## config.mk

```make
export PLATFORM = sky130hd
export DESIGN_NAME = mdc_ctrl
export DESIGN_NICKNAME = d
export VERILOG_FILES = /design/src/verilog/mdc_pkg.sv /design/src/verilog/mdc_ctrl.sv /design/src/verilog/mdc_sync.sv
export SDC_FILE = /design/constraint.sdc
export NUM_CORES = 2
export LEC_CHECK = 0
export BUFFER_PORTS_ARGS = -buffer_cell sky130_fd_sc_hd__buf_2
export CORE_MARGIN = 2
export CORE_UTILIZATION = 30
export CTS_CLUSTER_DIAMETER = 50
export DETAILED_ROUTE_END_ITERATION = 6
export SETUP_SLACK_MARGIN = 0.15
export SYNTH_ARGS = -nofsm -noshare
export SYNTH_HDL_FRONTEND = slang
export SYNTH_SLANG_ARGS = --single-unit
```

## constraint.sdc

```tcl
create_clock -name clk_i -period 3.92 [get_ports clk_i]
set_input_delay 0.784 -clock clk_i [delete_from_list [all_inputs] [get_ports clk_i]]
set_output_delay 0.784 -clock clk_i [all_outputs]
set_load 0.01 [all_outputs]
```

## src/verilog/mdc_pkg.sv

```systemverilog
// constants for the multichannel dac serial update controller
// assumes one 40 MHz clock and an apb slave port for configuration
package mdc_pkg;
  localparam int CHANNELS = 16;
  localparam int CODE_W = 16;
  localparam int SPAN_W = 3;
  localparam int PHASE_W = 2;
  localparam int TGP_N = 3;
  localparam int SYNC_N = 9;
  localparam int SR_W = 32;
  localparam int CNT_W = 6;
  localparam logic [CNT_W-1:0] WORD_SHORT = 6'd24;
  localparam logic [CNT_W-1:0] WORD_LONG = 6'd32;
  localparam logic [CNT_W-1:0] CNT_MAX = 6'h3f;
  // command word: [23:20] opcode, [19:16] channel, [15:0] data
  localparam int CMD_HI = 23;
  localparam int CMD_LO = 20;
  localparam int CH_HI = 19;
  localparam int CH_LO = 16;
  localparam logic [3:0] OP_WR_A = 4'h0;
  localparam logic [3:0] OP_WR_B = 4'h1;
  localparam logic [3:0] OP_WR_A_UPD = 4'h2;
  localparam logic [3:0] OP_UPD_ALL = 4'h3;
  localparam logic [3:0] OP_SPAN = 4'h4;
  localparam logic [SPAN_W-1:0] SPAN_0_5V = 3'h0;
  // apb map
  localparam logic [7:0] ADDR_CTRL = 8'h00;
  localparam logic [7:0] ADDR_TGL_EN = 8'h04;
  localparam logic [7:0] ADDR_LAST_WORD = 8'h08;
  localparam logic [7:0] ADDR_STATUS = 8'h0c;
  localparam logic [7:0] ADDR_IRQ_STAT = 8'h10;
  localparam logic [7:0] ADDR_IRQ_CLR = 8'h14;
  localparam logic [7:0] ADDR_IRQ_EN = 8'h18;
  localparam int CTRL_DITHER = 0;
  localparam int CTRL_REF_EXT = 1;
  localparam int CTRL_MUX_EN = 2;
  localparam int CTRL_MUX_LO = 3;
  localparam int MUX_W = 5;
  localparam int CTRL_W = 8;
  localparam logic [CTRL_W-1:0] CTRL_RESET = 8'h00;
  localparam int IRQ_W = 4;
  localparam int IRQ_EXEC = 0;
  localparam int IRQ_UPD = 1;
  localparam int IRQ_FAULT = 2;
  localparam int IRQ_WERR = 3;
  // synchroniser bit positions
  localparam int S_SCK = 0;
  localparam int S_SDI = 1;
  localparam int S_CS = 2;
  localparam int S_ASYNC_UPDATE_N = 3;
  localparam int S_CLR = 4;
  localparam int S_TEMP = 5;
  localparam int S_TGP = 6;
endpackage

```

## src/verilog/mdc_ctrl.sv

```systemverilog
// digital control front end of a 16 channel voltage output dac
// assumes serial pins, update, clear and toggle pins are asynchronous
// and are oversampled by clk_i; link clock slower than clk_i / 4
//
// The placing of the registers and register access over APB were left to the implementer.
`timescale 1ns/1ps
module mdc_ctrl (
  input wire logic clk_i,
  input wire logic nrst_i,
  // serial link
  input wire logic sck_i,
  input wire logic sdi_i,
  input wire logic select_load_n_i,
  output logic sdo_o,
  output logic sdo_oe_o,
  // asynchronous pins
  input wire logic async_update_n_i,
  input wire logic async_clear_n_i,
  input wire logic [mdc_pkg::TGP_N-1:0] toggle_dither_pin_i,
  input wire logic temp_over_i,
  output logic fault_o,
  output logic fault_oe_o,
  // analog side controls
  output logic [mdc_pkg::CHANNELS*mdc_pkg::CODE_W-1:0] dac_code_o,
  output logic [mdc_pkg::CHANNELS*mdc_pkg::SPAN_W-1:0] span_o,
  output logic [mdc_pkg::CHANNELS*mdc_pkg::PHASE_W-1:0] dither_phase_o,
  output logic [mdc_pkg::MUX_W-1:0] mux_sel_o,
  output logic mux_oe_o,
  output logic ref_int_en_o,
  // apb slave
  input wire logic psel_i,
  input wire logic penable_i,
  input wire logic pwrite_i,
  input wire logic [7:0] paddr_i,
  input wire logic [31:0] pwdata_i,
  output logic [31:0] prdata_o,
  output logic pready_o,
  output logic pslverr_o,
  output logic irq_o
);
  import mdc_pkg::*;

  localparam logic [SYNC_N-1:0] SYNC_INIT = 9'h01c;

  logic [SYNC_N-1:0] pins_s;
  logic sck_q_ff, cs_q_ff, async_update_n_q_ff;
  logic [TGP_N-1:0] tgp_q_ff;
  logic [SR_W-1:0] sr_ff, tx_ff;
  logic [CNT_W-1:0] cnt_ff;
  logic [23:0] last_word_ff;
  logic upd_pend_ff;
  logic sdo_ff, sdo_oe_ff, fault_ff;
  logic [CTRL_W-1:0] ctrl_ff;
  logic [CHANNELS-1:0] tgl_en_ff;
  logic [IRQ_W-1:0] irq_stat_ff, irq_en_ff;
  logic irq_ff;
  logic [31:0] prdata_ff;
  logic pready_ff, pslverr_ff;
  logic [CODE_W-1:0] in_a_ff [CHANNELS];
  logic [CODE_W-1:0] in_b_ff [CHANNELS];
  logic [CODE_W-1:0] dac_ff [CHANNELS];
  logic [SPAN_W-1:0] span_ff [CHANNELS];
  logic [PHASE_W-1:0] phase_ff [CHANNELS];

  mdc_sync #(
    .W(SYNC_N),
    .INIT(SYNC_INIT)
  ) u_sync (
    .clk_i(clk_i),
    .nrst_i(nrst_i),
    .async_i({toggle_dither_pin_i, temp_over_i, async_clear_n_i, async_update_n_i,
              select_load_n_i, sdi_i, sck_i}),
    .sync_o(pins_s)
  );

  wire sck_s = pins_s[S_SCK];
  wire sdi_s = pins_s[S_SDI];
  wire cs_s = pins_s[S_CS];
  wire async_update_n_s = pins_s[S_ASYNC_UPDATE_N];
  wire clr_act = !pins_s[S_CLR];
  wire temp_s = pins_s[S_TEMP];
  wire [TGP_N-1:0] tgp_s = pins_s[S_TGP +: TGP_N];
  // clear acts like reset for serial, channel and control registers; irq status, apb and edge flops reset only on nrst_i
  wire soft_rst = !nrst_i || clr_act;

  // edge detection on the synchronised pins
  wire cs_fall = cs_q_ff && !cs_s;
  wire cs_rise = !cs_q_ff && cs_s;
  wire sck_rise = !sck_q_ff && sck_s && !cs_s;
  wire sck_fall = sck_q_ff && !sck_s && !cs_s;
  wire async_update_n_fall = async_update_n_q_ff && !async_update_n_s;
  wire [TGP_N-1:0] tgp_rise = tgp_s & ~tgp_q_ff;
  wire [TGP_N-1:0] tgp_fall = ~tgp_s & tgp_q_ff;

  wire word_ok = (cnt_ff == WORD_SHORT) || (cnt_ff == WORD_LONG);
  wire exec = cs_rise && word_ok;
  wire word_err = cs_rise && !word_ok;
  // 32 bit words carry 8 leading padding bits
  wire [23:0] cmd_word = sr_ff[23:0];
  wire [3:0] opcode = cmd_word[CMD_HI:CMD_LO];
  wire [3:0] chan = cmd_word[CH_HI:CH_LO];
  wire [CODE_W-1:0] cmd_data = cmd_word[CODE_W-1:0];
  wire upd_all = (async_update_n_fall && cs_s) || upd_pend_ff
    || (exec && opcode == OP_UPD_ALL);
  wire dither_mode = ctrl_ff[CTRL_DITHER];

  // serial shift-in, bit count saturates so long words still fail
  always_ff @(posedge clk_i) begin
    if (!nrst_i) begin
      sck_q_ff <= 1'b0;
      cs_q_ff <= 1'b1;
      async_update_n_q_ff <= 1'b1;
      tgp_q_ff <= '0;
    end else begin
      sck_q_ff <= sck_s;
      cs_q_ff <= cs_s;
      async_update_n_q_ff <= async_update_n_s;
      tgp_q_ff <= tgp_s;
    end
  end

  wire [CNT_W-1:0] nxt_cnt = cs_fall ? '0
    : (sck_rise && cnt_ff != CNT_MAX) ? cnt_ff + 6'd1 : cnt_ff;
  wire [SR_W-1:0] nxt_sr = sck_rise ? {sr_ff[SR_W-2:0], sdi_s} : sr_ff;

  always_ff @(posedge clk_i) begin
    if (soft_rst) begin
      cnt_ff <= '0;
      sr_ff <= '0;
      last_word_ff <= '0;
      upd_pend_ff <= 1'b0;
    end else begin
      cnt_ff <= nxt_cnt;
      sr_ff <= nxt_sr;
      if (exec) begin
        last_word_ff <= cmd_word;
      end
      // one cycle later so the command's own write lands first
      upd_pend_ff <= cs_rise && !async_update_n_s;
    end
  end

  // serial output: echoes the previous command word msb first
  always_ff @(posedge clk_i) begin
    if (soft_rst) begin
      tx_ff <= '0;
      sdo_ff <= 1'b0;
      sdo_oe_ff <= 1'b0;
    end else begin
      sdo_oe_ff <= !cs_s;
      if (cs_fall) begin
        tx_ff <= {8'h00, last_word_ff};
        sdo_ff <= 1'b0;
      end else if (sck_fall) begin
        tx_ff <= {tx_ff[SR_W-2:0], 1'b0};
        sdo_ff <= tx_ff[SR_W-1];
      end
    end
  end

  // fault: a new cause in the release cycle wins
  wire fault_set = temp_s || word_err;
  always_ff @(posedge clk_i) begin
    if (soft_rst) begin
      fault_ff <= 1'b0;
    end else if (fault_set) begin
      fault_ff <= 1'b1;
    end else if (cs_rise) begin
      fault_ff <= 1'b0;
    end
  end

  // per channel registers
  genvar i;
  generate
    for (i = 0; i < CHANNELS; i++) begin : g_ch
      wire hit = exec && (chan == 4'(i));
      wire tgl_on = tgl_en_ff[i];
      wire pin_rise = tgp_rise[i % TGP_N] && tgl_on;
      wire pin_fall = tgp_fall[i % TGP_N] && tgl_on;
      always_ff @(posedge clk_i) begin
        if (soft_rst) begin
          in_a_ff[i] <= '0;
          in_b_ff[i] <= '0;
          dac_ff[i] <= '0;
          span_ff[i] <= SPAN_0_5V;
          phase_ff[i] <= '0;
        end else begin
          if (hit && (opcode == OP_WR_A || opcode == OP_WR_A_UPD)) begin
            in_a_ff[i] <= cmd_data;
          end
          if (hit && opcode == OP_WR_B) begin
            in_b_ff[i] <= cmd_data;
          end
          if (hit && opcode == OP_SPAN) begin
            span_ff[i] <= cmd_data[SPAN_W-1:0];
          end
          if (hit && opcode == OP_WR_A_UPD) begin
            dac_ff[i] <= cmd_data;
          end else if (upd_all) begin
            dac_ff[i] <= in_a_ff[i];
          end else if (!dither_mode && pin_fall) begin
            dac_ff[i] <= in_a_ff[i];
          end else if (!dither_mode && pin_rise) begin
            dac_ff[i] <= in_b_ff[i];
          end
          if (dither_mode && pin_rise) begin
            phase_ff[i] <= phase_ff[i] + 2'd1;
          end
        end
      end
      assign dac_code_o[i*CODE_W +: CODE_W] = dac_ff[i];
      assign span_o[i*SPAN_W +: SPAN_W] = span_ff[i];
      assign dither_phase_o[i*PHASE_W +: PHASE_W] = phase_ff[i];
    end
  endgenerate

  // apb slave: one wait-free access, answer registered in setup
  wire apb_setup = psel_i && !penable_i;
  wire apb_wr = psel_i && penable_i && pready_ff && pwrite_i;
  wire sel_ctrl = paddr_i == ADDR_CTRL;
  wire sel_tgl = paddr_i == ADDR_TGL_EN;
  wire sel_last = paddr_i == ADDR_LAST_WORD;
  wire sel_stat = paddr_i == ADDR_STATUS;
  wire sel_istat = paddr_i == ADDR_IRQ_STAT;
  wire sel_iclr = paddr_i == ADDR_IRQ_CLR;
  wire sel_ien = paddr_i == ADDR_IRQ_EN;
  wire mapped = sel_ctrl || sel_tgl || sel_last || sel_stat || sel_istat
    || sel_iclr || sel_ien;
  wire [31:0] rd_mux = sel_ctrl ? {24'h000000, ctrl_ff}
    : sel_tgl ? {16'h0000, tgl_en_ff}
    : sel_last ? {8'h00, last_word_ff}
    : sel_stat ? {24'h000000, cnt_ff, clr_act, fault_ff}
    : sel_istat ? {28'h0000000, irq_stat_ff}
    : sel_ien ? {28'h0000000, irq_en_ff}
    : 32'h00000000;

  always_ff @(posedge clk_i) begin
    if (!nrst_i) begin
      pready_ff <= 1'b0;
      pslverr_ff <= 1'b0;
      prdata_ff <= '0;
    end else begin
      pready_ff <= apb_setup;
      pslverr_ff <= apb_setup && !mapped;
      if (apb_setup && !pwrite_i) begin
        prdata_ff <= rd_mux;
      end
    end
  end

  // software bits; pins holding toggle low and enables zero are the user's job
  always_ff @(posedge clk_i) begin
    if (soft_rst) begin
      ctrl_ff <= CTRL_RESET;
      tgl_en_ff <= '0;
      irq_en_ff <= '0;
    end else if (apb_wr) begin
      if (sel_ctrl) begin
        ctrl_ff <= pwdata_i[CTRL_W-1:0];
      end
      if (sel_tgl) begin
        tgl_en_ff <= pwdata_i[CHANNELS-1:0];
      end
      if (sel_ien) begin
        irq_en_ff <= pwdata_i[IRQ_W-1:0];
      end
    end
  end

  // sticky events; a set in the clear cycle wins
  wire [IRQ_W-1:0] irq_ev = {word_err, fault_set && !fault_ff, upd_all, exec};
  wire [IRQ_W-1:0] irq_clr = (apb_wr && sel_iclr) ? pwdata_i[IRQ_W-1:0] : '0;
  wire [IRQ_W-1:0] nxt_irq_stat = (irq_stat_ff & ~irq_clr) | irq_ev;
  always_ff @(posedge clk_i) begin
    if (!nrst_i) begin
      irq_stat_ff <= '0;
      irq_ff <= 1'b0;
    end else begin
      irq_stat_ff <= nxt_irq_stat;
      irq_ff <= |(nxt_irq_stat & irq_en_ff);
    end
  end

  // monitor and reference controls straight from the control register
  assign mux_sel_o = ctrl_ff[CTRL_MUX_LO +: MUX_W];
  assign mux_oe_o = ctrl_ff[CTRL_MUX_EN];
  assign ref_int_en_o = ctrl_ff[CTRL_REF_EXT] == 1'b0;
  // reference switch itself is analog; only the enable level leaves here

  assign sdo_o = sdo_ff;
  assign sdo_oe_o = sdo_oe_ff;
  assign fault_o = 1'b0;
  assign fault_oe_o = fault_ff;
  assign prdata_o = prdata_ff;
  assign pready_o = pready_ff;
  assign pslverr_o = pslverr_ff;
  assign irq_o = irq_ff;
endmodule

```

## src/verilog/mdc_sync.sv

```systemverilog
// two-flop synchroniser, one stage pair per bit
// assumes inputs asynchronous to clk_i; reset value given per bit
`timescale 1ns/1ps
module mdc_sync #(
  parameter int W = 1,
  parameter logic [W-1:0] INIT = '0
) (
  input wire logic clk_i,
  input wire logic nrst_i,
  input wire logic [W-1:0] async_i,
  output logic [W-1:0] sync_o
);
  logic [W-1:0] meta_ff;
  logic [W-1:0] sync_ff;
  genvar i;
  generate
    for (i = 0; i < W; i++) begin : g_bit
      always_ff @(posedge clk_i) begin
        if (!nrst_i) begin
          meta_ff[i] <= INIT[i];
          sync_ff[i] <= INIT[i];
        end else begin
          meta_ff[i] <= async_i[i];
          sync_ff[i] <= meta_ff[i];
        end
      end
    end
  endgenerate
  assign sync_o = sync_ff;
endmodule
```

Word-level counts from Yosys, hierarchy flattened. Memory sizes are Yosys's and may differ from the RTL's. Cells that the tools add are included.

Add/subtract/negate cells: 17. Multipliers: 0. Divide/modulo/power cells: 0. Order comparisons: 0. Equality and inequality tests: 28. Shift-type cells: 0. Muxes and demuxes: 606. Bitwise operators: 137. Reduce and logical (&&, ||, !) cells: 216.

Operators by type and width (number): $mux 16 (96); $mux 1 (469); $logic_and 1x1->1 (181); $or 1x1->1 (128); $mux 24 (5); $mux 3 (16); $add 2x1->2 const B (16); $eq 4x4->1 const B (8); $mux 2 (16); $eq 8x5->1 const B (3); $eq 4x3->1 const B (5); $eq 4x2->1 const B (4); $eq 8x4->1 const B (2); $logic_not 1->1 (13); $logic_or 1x1->1 (12); $mux 4 (3); $and 4x4->4 (2); $eq 4x1->1 const B (2); $eq 8x3->1 const B (1); $logic_not 4->1 (2); $logic_not 8->1 (1); $mux 8 (1); $add 6x1->6 const B (1); $and 3x3->3 (2); other kinds (11) (15).

Bits in registers: 181. Bits in latches: 0. Bits in writable memories: 848. Bits in read-only memories: 0. Bits of input ports: 54. Output and inout port bits: 382. Memories: 5.

Memory list: dac_ff (words 16, width 16, read ports 16, clocked after memory_dff 0, wr ports 16, line mdc_ctrl.sv:61) `logic [CODE_W-1:0] dac_ff [CHANNELS];`; in_a_ff (words 16, width 16, read ports 16, clocked after memory_dff 0, wr ports 16, line mdc_ctrl.sv:59) `logic [CODE_W-1:0] in_a_ff [CHANNELS];`; in_b_ff (words 16, width 16, read ports 16, clocked after memory_dff 0, wr ports 16, line mdc_ctrl.sv:60) `logic [CODE_W-1:0] in_b_ff [CHANNELS];`; span_ff (words 16, width 3, read ports 16, clocked after memory_dff 0, wr ports 16, line mdc_ctrl.sv:62) `logic [SPAN_W-1:0] span_ff [CHANNELS];`; phase_ff (words 16, width 2, read ports 16, clocked after memory_dff 0, wr ports 16, line mdc_ctrl.sv:63) `logic [PHASE_W-1:0] phase_ff [CHANNELS];`.

Depth between registers and ports, before layout.
Depth after elaboration: 12. Depth in mapped cells: 10. Mapped depth without buffers: 7.

Modules after synthesis. A second synthesis with hierarchy kept.

Cells, all modules: 3476. Area total of the unflattened synthesis: 43800.8 sq um.

By module, submodules not included: mdc_ctrl (instances 1, cells each 3439, area an instance 43302.8 sq um, seq. area each 28567.4 sq um); mdc_sync (instances 1, cells each 37, area an instance 498.0 sq um, seq. area each 360.3 sq um).

Worst setup path after synthesis. Ideal clock, no wire load.

Path type: reg2reg. Start: register cnt_ff[0]. End: memory in_b_ff[6][4], in the netlist in_b_ff[0][100], enable pin. Setup time: 0.411 ns. Arrival time: 2.935 ns. Data required time: 3.509 ns. Path slack: 0.573 ns. Stages on the path, launching flop included: 10. Path buffers: 3. Clock period less this slack: 3.347 ns. Path through: dfxtp_1 > inv_1 > ha_1 > nor2b_1 > buf_2 > o21a_1 > buf_2 > nand3_1 > clkbuf_1 > o21ai_0.

RTL lines: start: declaration (line mdc_ctrl.sv:49) `logic [CNT_W-1:0] cnt_ff;`; start signal: assignment (line mdc_ctrl.sv:133) `cnt_ff <= nxt_cnt;`; end: declaration (line mdc_ctrl.sv:60).

==> summary.md <==
| Metric | Value |
|---|---|
| Async SR Flop Fraction | 0 |
| Minimum clock period | 3584 ps |
| Reg2reg start | cnt_ff[3] |
| CP Capture Type | flip-flop |
| Crit path max fanout | 20 |
| Main synth FF type | edfxtp_1 |
| Core area | 143,700 um^2 |
| Max Cap Viol | 0 |
| GRT overflow | 0 |
| Commonest non-fill, non-tap cell in the layout | edfxtp_1 |
| H-tree depth | 3 |
| Gpl congestion | 0.8962 |
| Most frequent cells in the layout | edfxtp_1, nor3_1, buf_2 |
| Max Clock Skew | 64.00 ps |
| Crit path launch type | flip-flop |
| Register area share after synthesis | 0.6664 |
| Avg WL per Cell | 26.65 um |
| Routed WL | 157,500 um |
| CP Cell Sequence | and3b_1 -> buf_4 -> o21a_1 -> nand3_1 -> o21ai_1 -> buf_4 |
| Critical path arrival | 4030 ps |
| Final hold vios | 0 |
| Clk_lat worst skew | 770 ps |
| Largest stage delay on the critical path | 690 ps |
| P_leak | 0.01844 uW |
| Worst rel slew slack | 0.1838 |
| Worst-margin pin slew | 1223 ps |
| Final period util | 0.9142 |
| Status | finished with violations |
| Hold Crit Start | async_clear_n_i |
| Post-synth EDFFs | 848 |
| Initial DRT Pass Iterations | 7 |
| Crit. Startpoint | cnt_ff[3] |
| Max-slew violations | 0 |
| Library cells used by synthesis | 82 |
| Synth area leader | edfxtp_1 |
| Power Dens Cells | 477.4 nW/um^2 |
| Unrepaired setup endpoints after global routing | false |
| Yosys reg bits | 1,021 |
| Post-CTS Repair Setup Buffers | 0 |
| # setup viols final | 0 |
| Area contributors post-synth | edfxtp_1, dfxtp_1, nor3_1 |
| CTS root buf | clkbuf_16 |
| Peak VDD IR | 0.4314 mV |
| Layout cells sized above 1 | 0.2264 |
| Hold buffer count at CTS | 0 |
| Layout overhead on the synthesized area | 19.75% |
| DRC errors left | 60 |
| Vias in the first global route | 30,600 |
| Pin count of the biggest net entering global routing | 113 |
| Cts bufs inserted | 119 |
| Overall routing resource usage | 0.2062 |
| Post-synth top area share | 0.5866 |
| Setup TNS | 0 ps |
| Slowest CP cell | nand3_1 |
| # rows | 139 |
| Synthesized area per cell | 12.22 um^2 |
| Die Ht | 384.4 um |
| Die Wd | 384.4 um |
| Yosys Warn Count | 0 |
| Boundary Pins | 436 |
| Initial antenna violation count | 8 |
| Synth Instances | 3,551 |
| CTS tree | yes |
| Post-CTS Resized | 0 |
| Hold Slack | 194.9 ps |
| Nets | 3,961 |
| Sink Count | 1,021 |
| DRT iter0 DRCs | 3,552 |
| DR vias | 31,890 |
| Vias per cell | 5.394 |
| Die ar. | 147,800 um^2 |
| Worst Setup Path Type | flip-flop to flip-flop |
| Failing checks | DRC |
| Hpwl dp | 103,600 um |
| Starting Density | 0.3022 |
| I/O Buffers | 410 |
| Hold Path Class | primary input to flip-flop |
| Post-DRT Antenna Nets | 0 |
| Req. time, crit path | 4360 ps |
| Maximum clock rate | 0.2790 GHz |
| Clock Path Buffers | 3 |
| Most Frequent Cell on Critical Path | buf_4 |
| Fillers | 13,990 |
| First-pass GRT wire length | 220,000 um |
| Area of the mapped netlist | 43,410 um^2 |
| Clk slew on worst S/H paths | 60 ps |
==> metal layers <==
metal  part of all wire  track usage
met5                  0            0
met2               0.46       0.3299
met3              0.093      0.05057
met1               0.40       0.2662
met4              0.045      0.08630
==> path summary, 6_finish.rpt <==
check,end,slack (ps),cells past startpoint
worst max register to register,in_a_ff[1][27],340,6
worst min-delay path,u_sync.meta_ff[4],190,2
worst max-delay path,in_a_ff[1][27],340,6
worst min register to register,u_sync.sync_o[4],420,1
==> synth_stat cells (all sizes together), types with 58 or more instances <==
library cell and count:
edfxtp 848, nor3 571, nand2 330, clkbuf 280, dfxtp 173, a221o 163
nor2 148, buf 106, o21ai 94, and2 93, nand3 85, a21oi 84
and3 58, inv 58
==> stage by stage <==
stage	cell area, um^2	util	setup slack, ps	power [uW]	cells
floorplan	43440	-	573.5	13130	3559
global placement	47970	0.3339	605.9	13740	5687
detailed placement	47970	0.3339	538.1	13760	5687
CTS	51980	0.3618	531.7	24950	5910
global route	51980	0.3618	303.8	25450	5910
finish	51980	0.3618	336.3	24810	5911
==> sequential cells by signal, indices dropped and copies added, names as in the netlist, 3 cells and up <==
register and flops:
ctrl_ff 8, u_sync.sync_o 9, tx_ff 32, prdata_o 24, sr_ff 24, dac_ff 256, span_ff 48, phase_ff 32
u_sync.meta_ff 9, irq_en_ff 4, in_a_ff 256, cnt_ff 6, last_word_ff 24, in_b_ff 256, tgl_en_ff 16, tgp_q_ff 3
irq_stat_ff 4
==> area by class of cell <==
cell class	count	area, um^2	share of cell area
Sequential cell	1021	28930	0.5565
Multi-Input combinational cell	2078	12730	0.2448
Timing Repair Buffer	611	3661	0.07043
Clock buffer	158	3314	0.06376
Tap cell	1903	2381	0.04581
Clock inverter	65	690.7	0.01329
Inverter	74	277.8	0.005344
Antenna cell	1	2.502	0.00004814
==> worst max-delay path, delay by kind of cell, from the launching register on <==
family / cells / cell delay, ps
compound gates: 2 / 980
buf+inv: 2 / 710
simple gates: 2 / 1060
flops: 1 / 500
==> power breakdown <==
group / internal [uW] / switching [uW]
clock network: 6590 / 4700
registers: 12200 / 232
logic: 306 / 751
total: 19100 / 5680
==> cell families (layout without fill, tap and decap cells) <==
group / after synthesis / after routing / share of synthesized area
AND/OR/NAND/NOR: 1429 / 1429 / 0.1646
flip-flops: 1021 / 1021 / 0.6664
AO/OA/AOI/OAI: 545 / 545 / 0.09988
buffers and inverters: 460 / 908 / 0.04399
multiplexers: 71 / 71 / 0.02006
XOR/XNOR: 22 / 22 / 0.004439
adder cells (fa/ha/maj): 2 / 2 / 0.0005764
other: 1 / 10 / 0.00008639
Power figures use the tool's default switching activity.
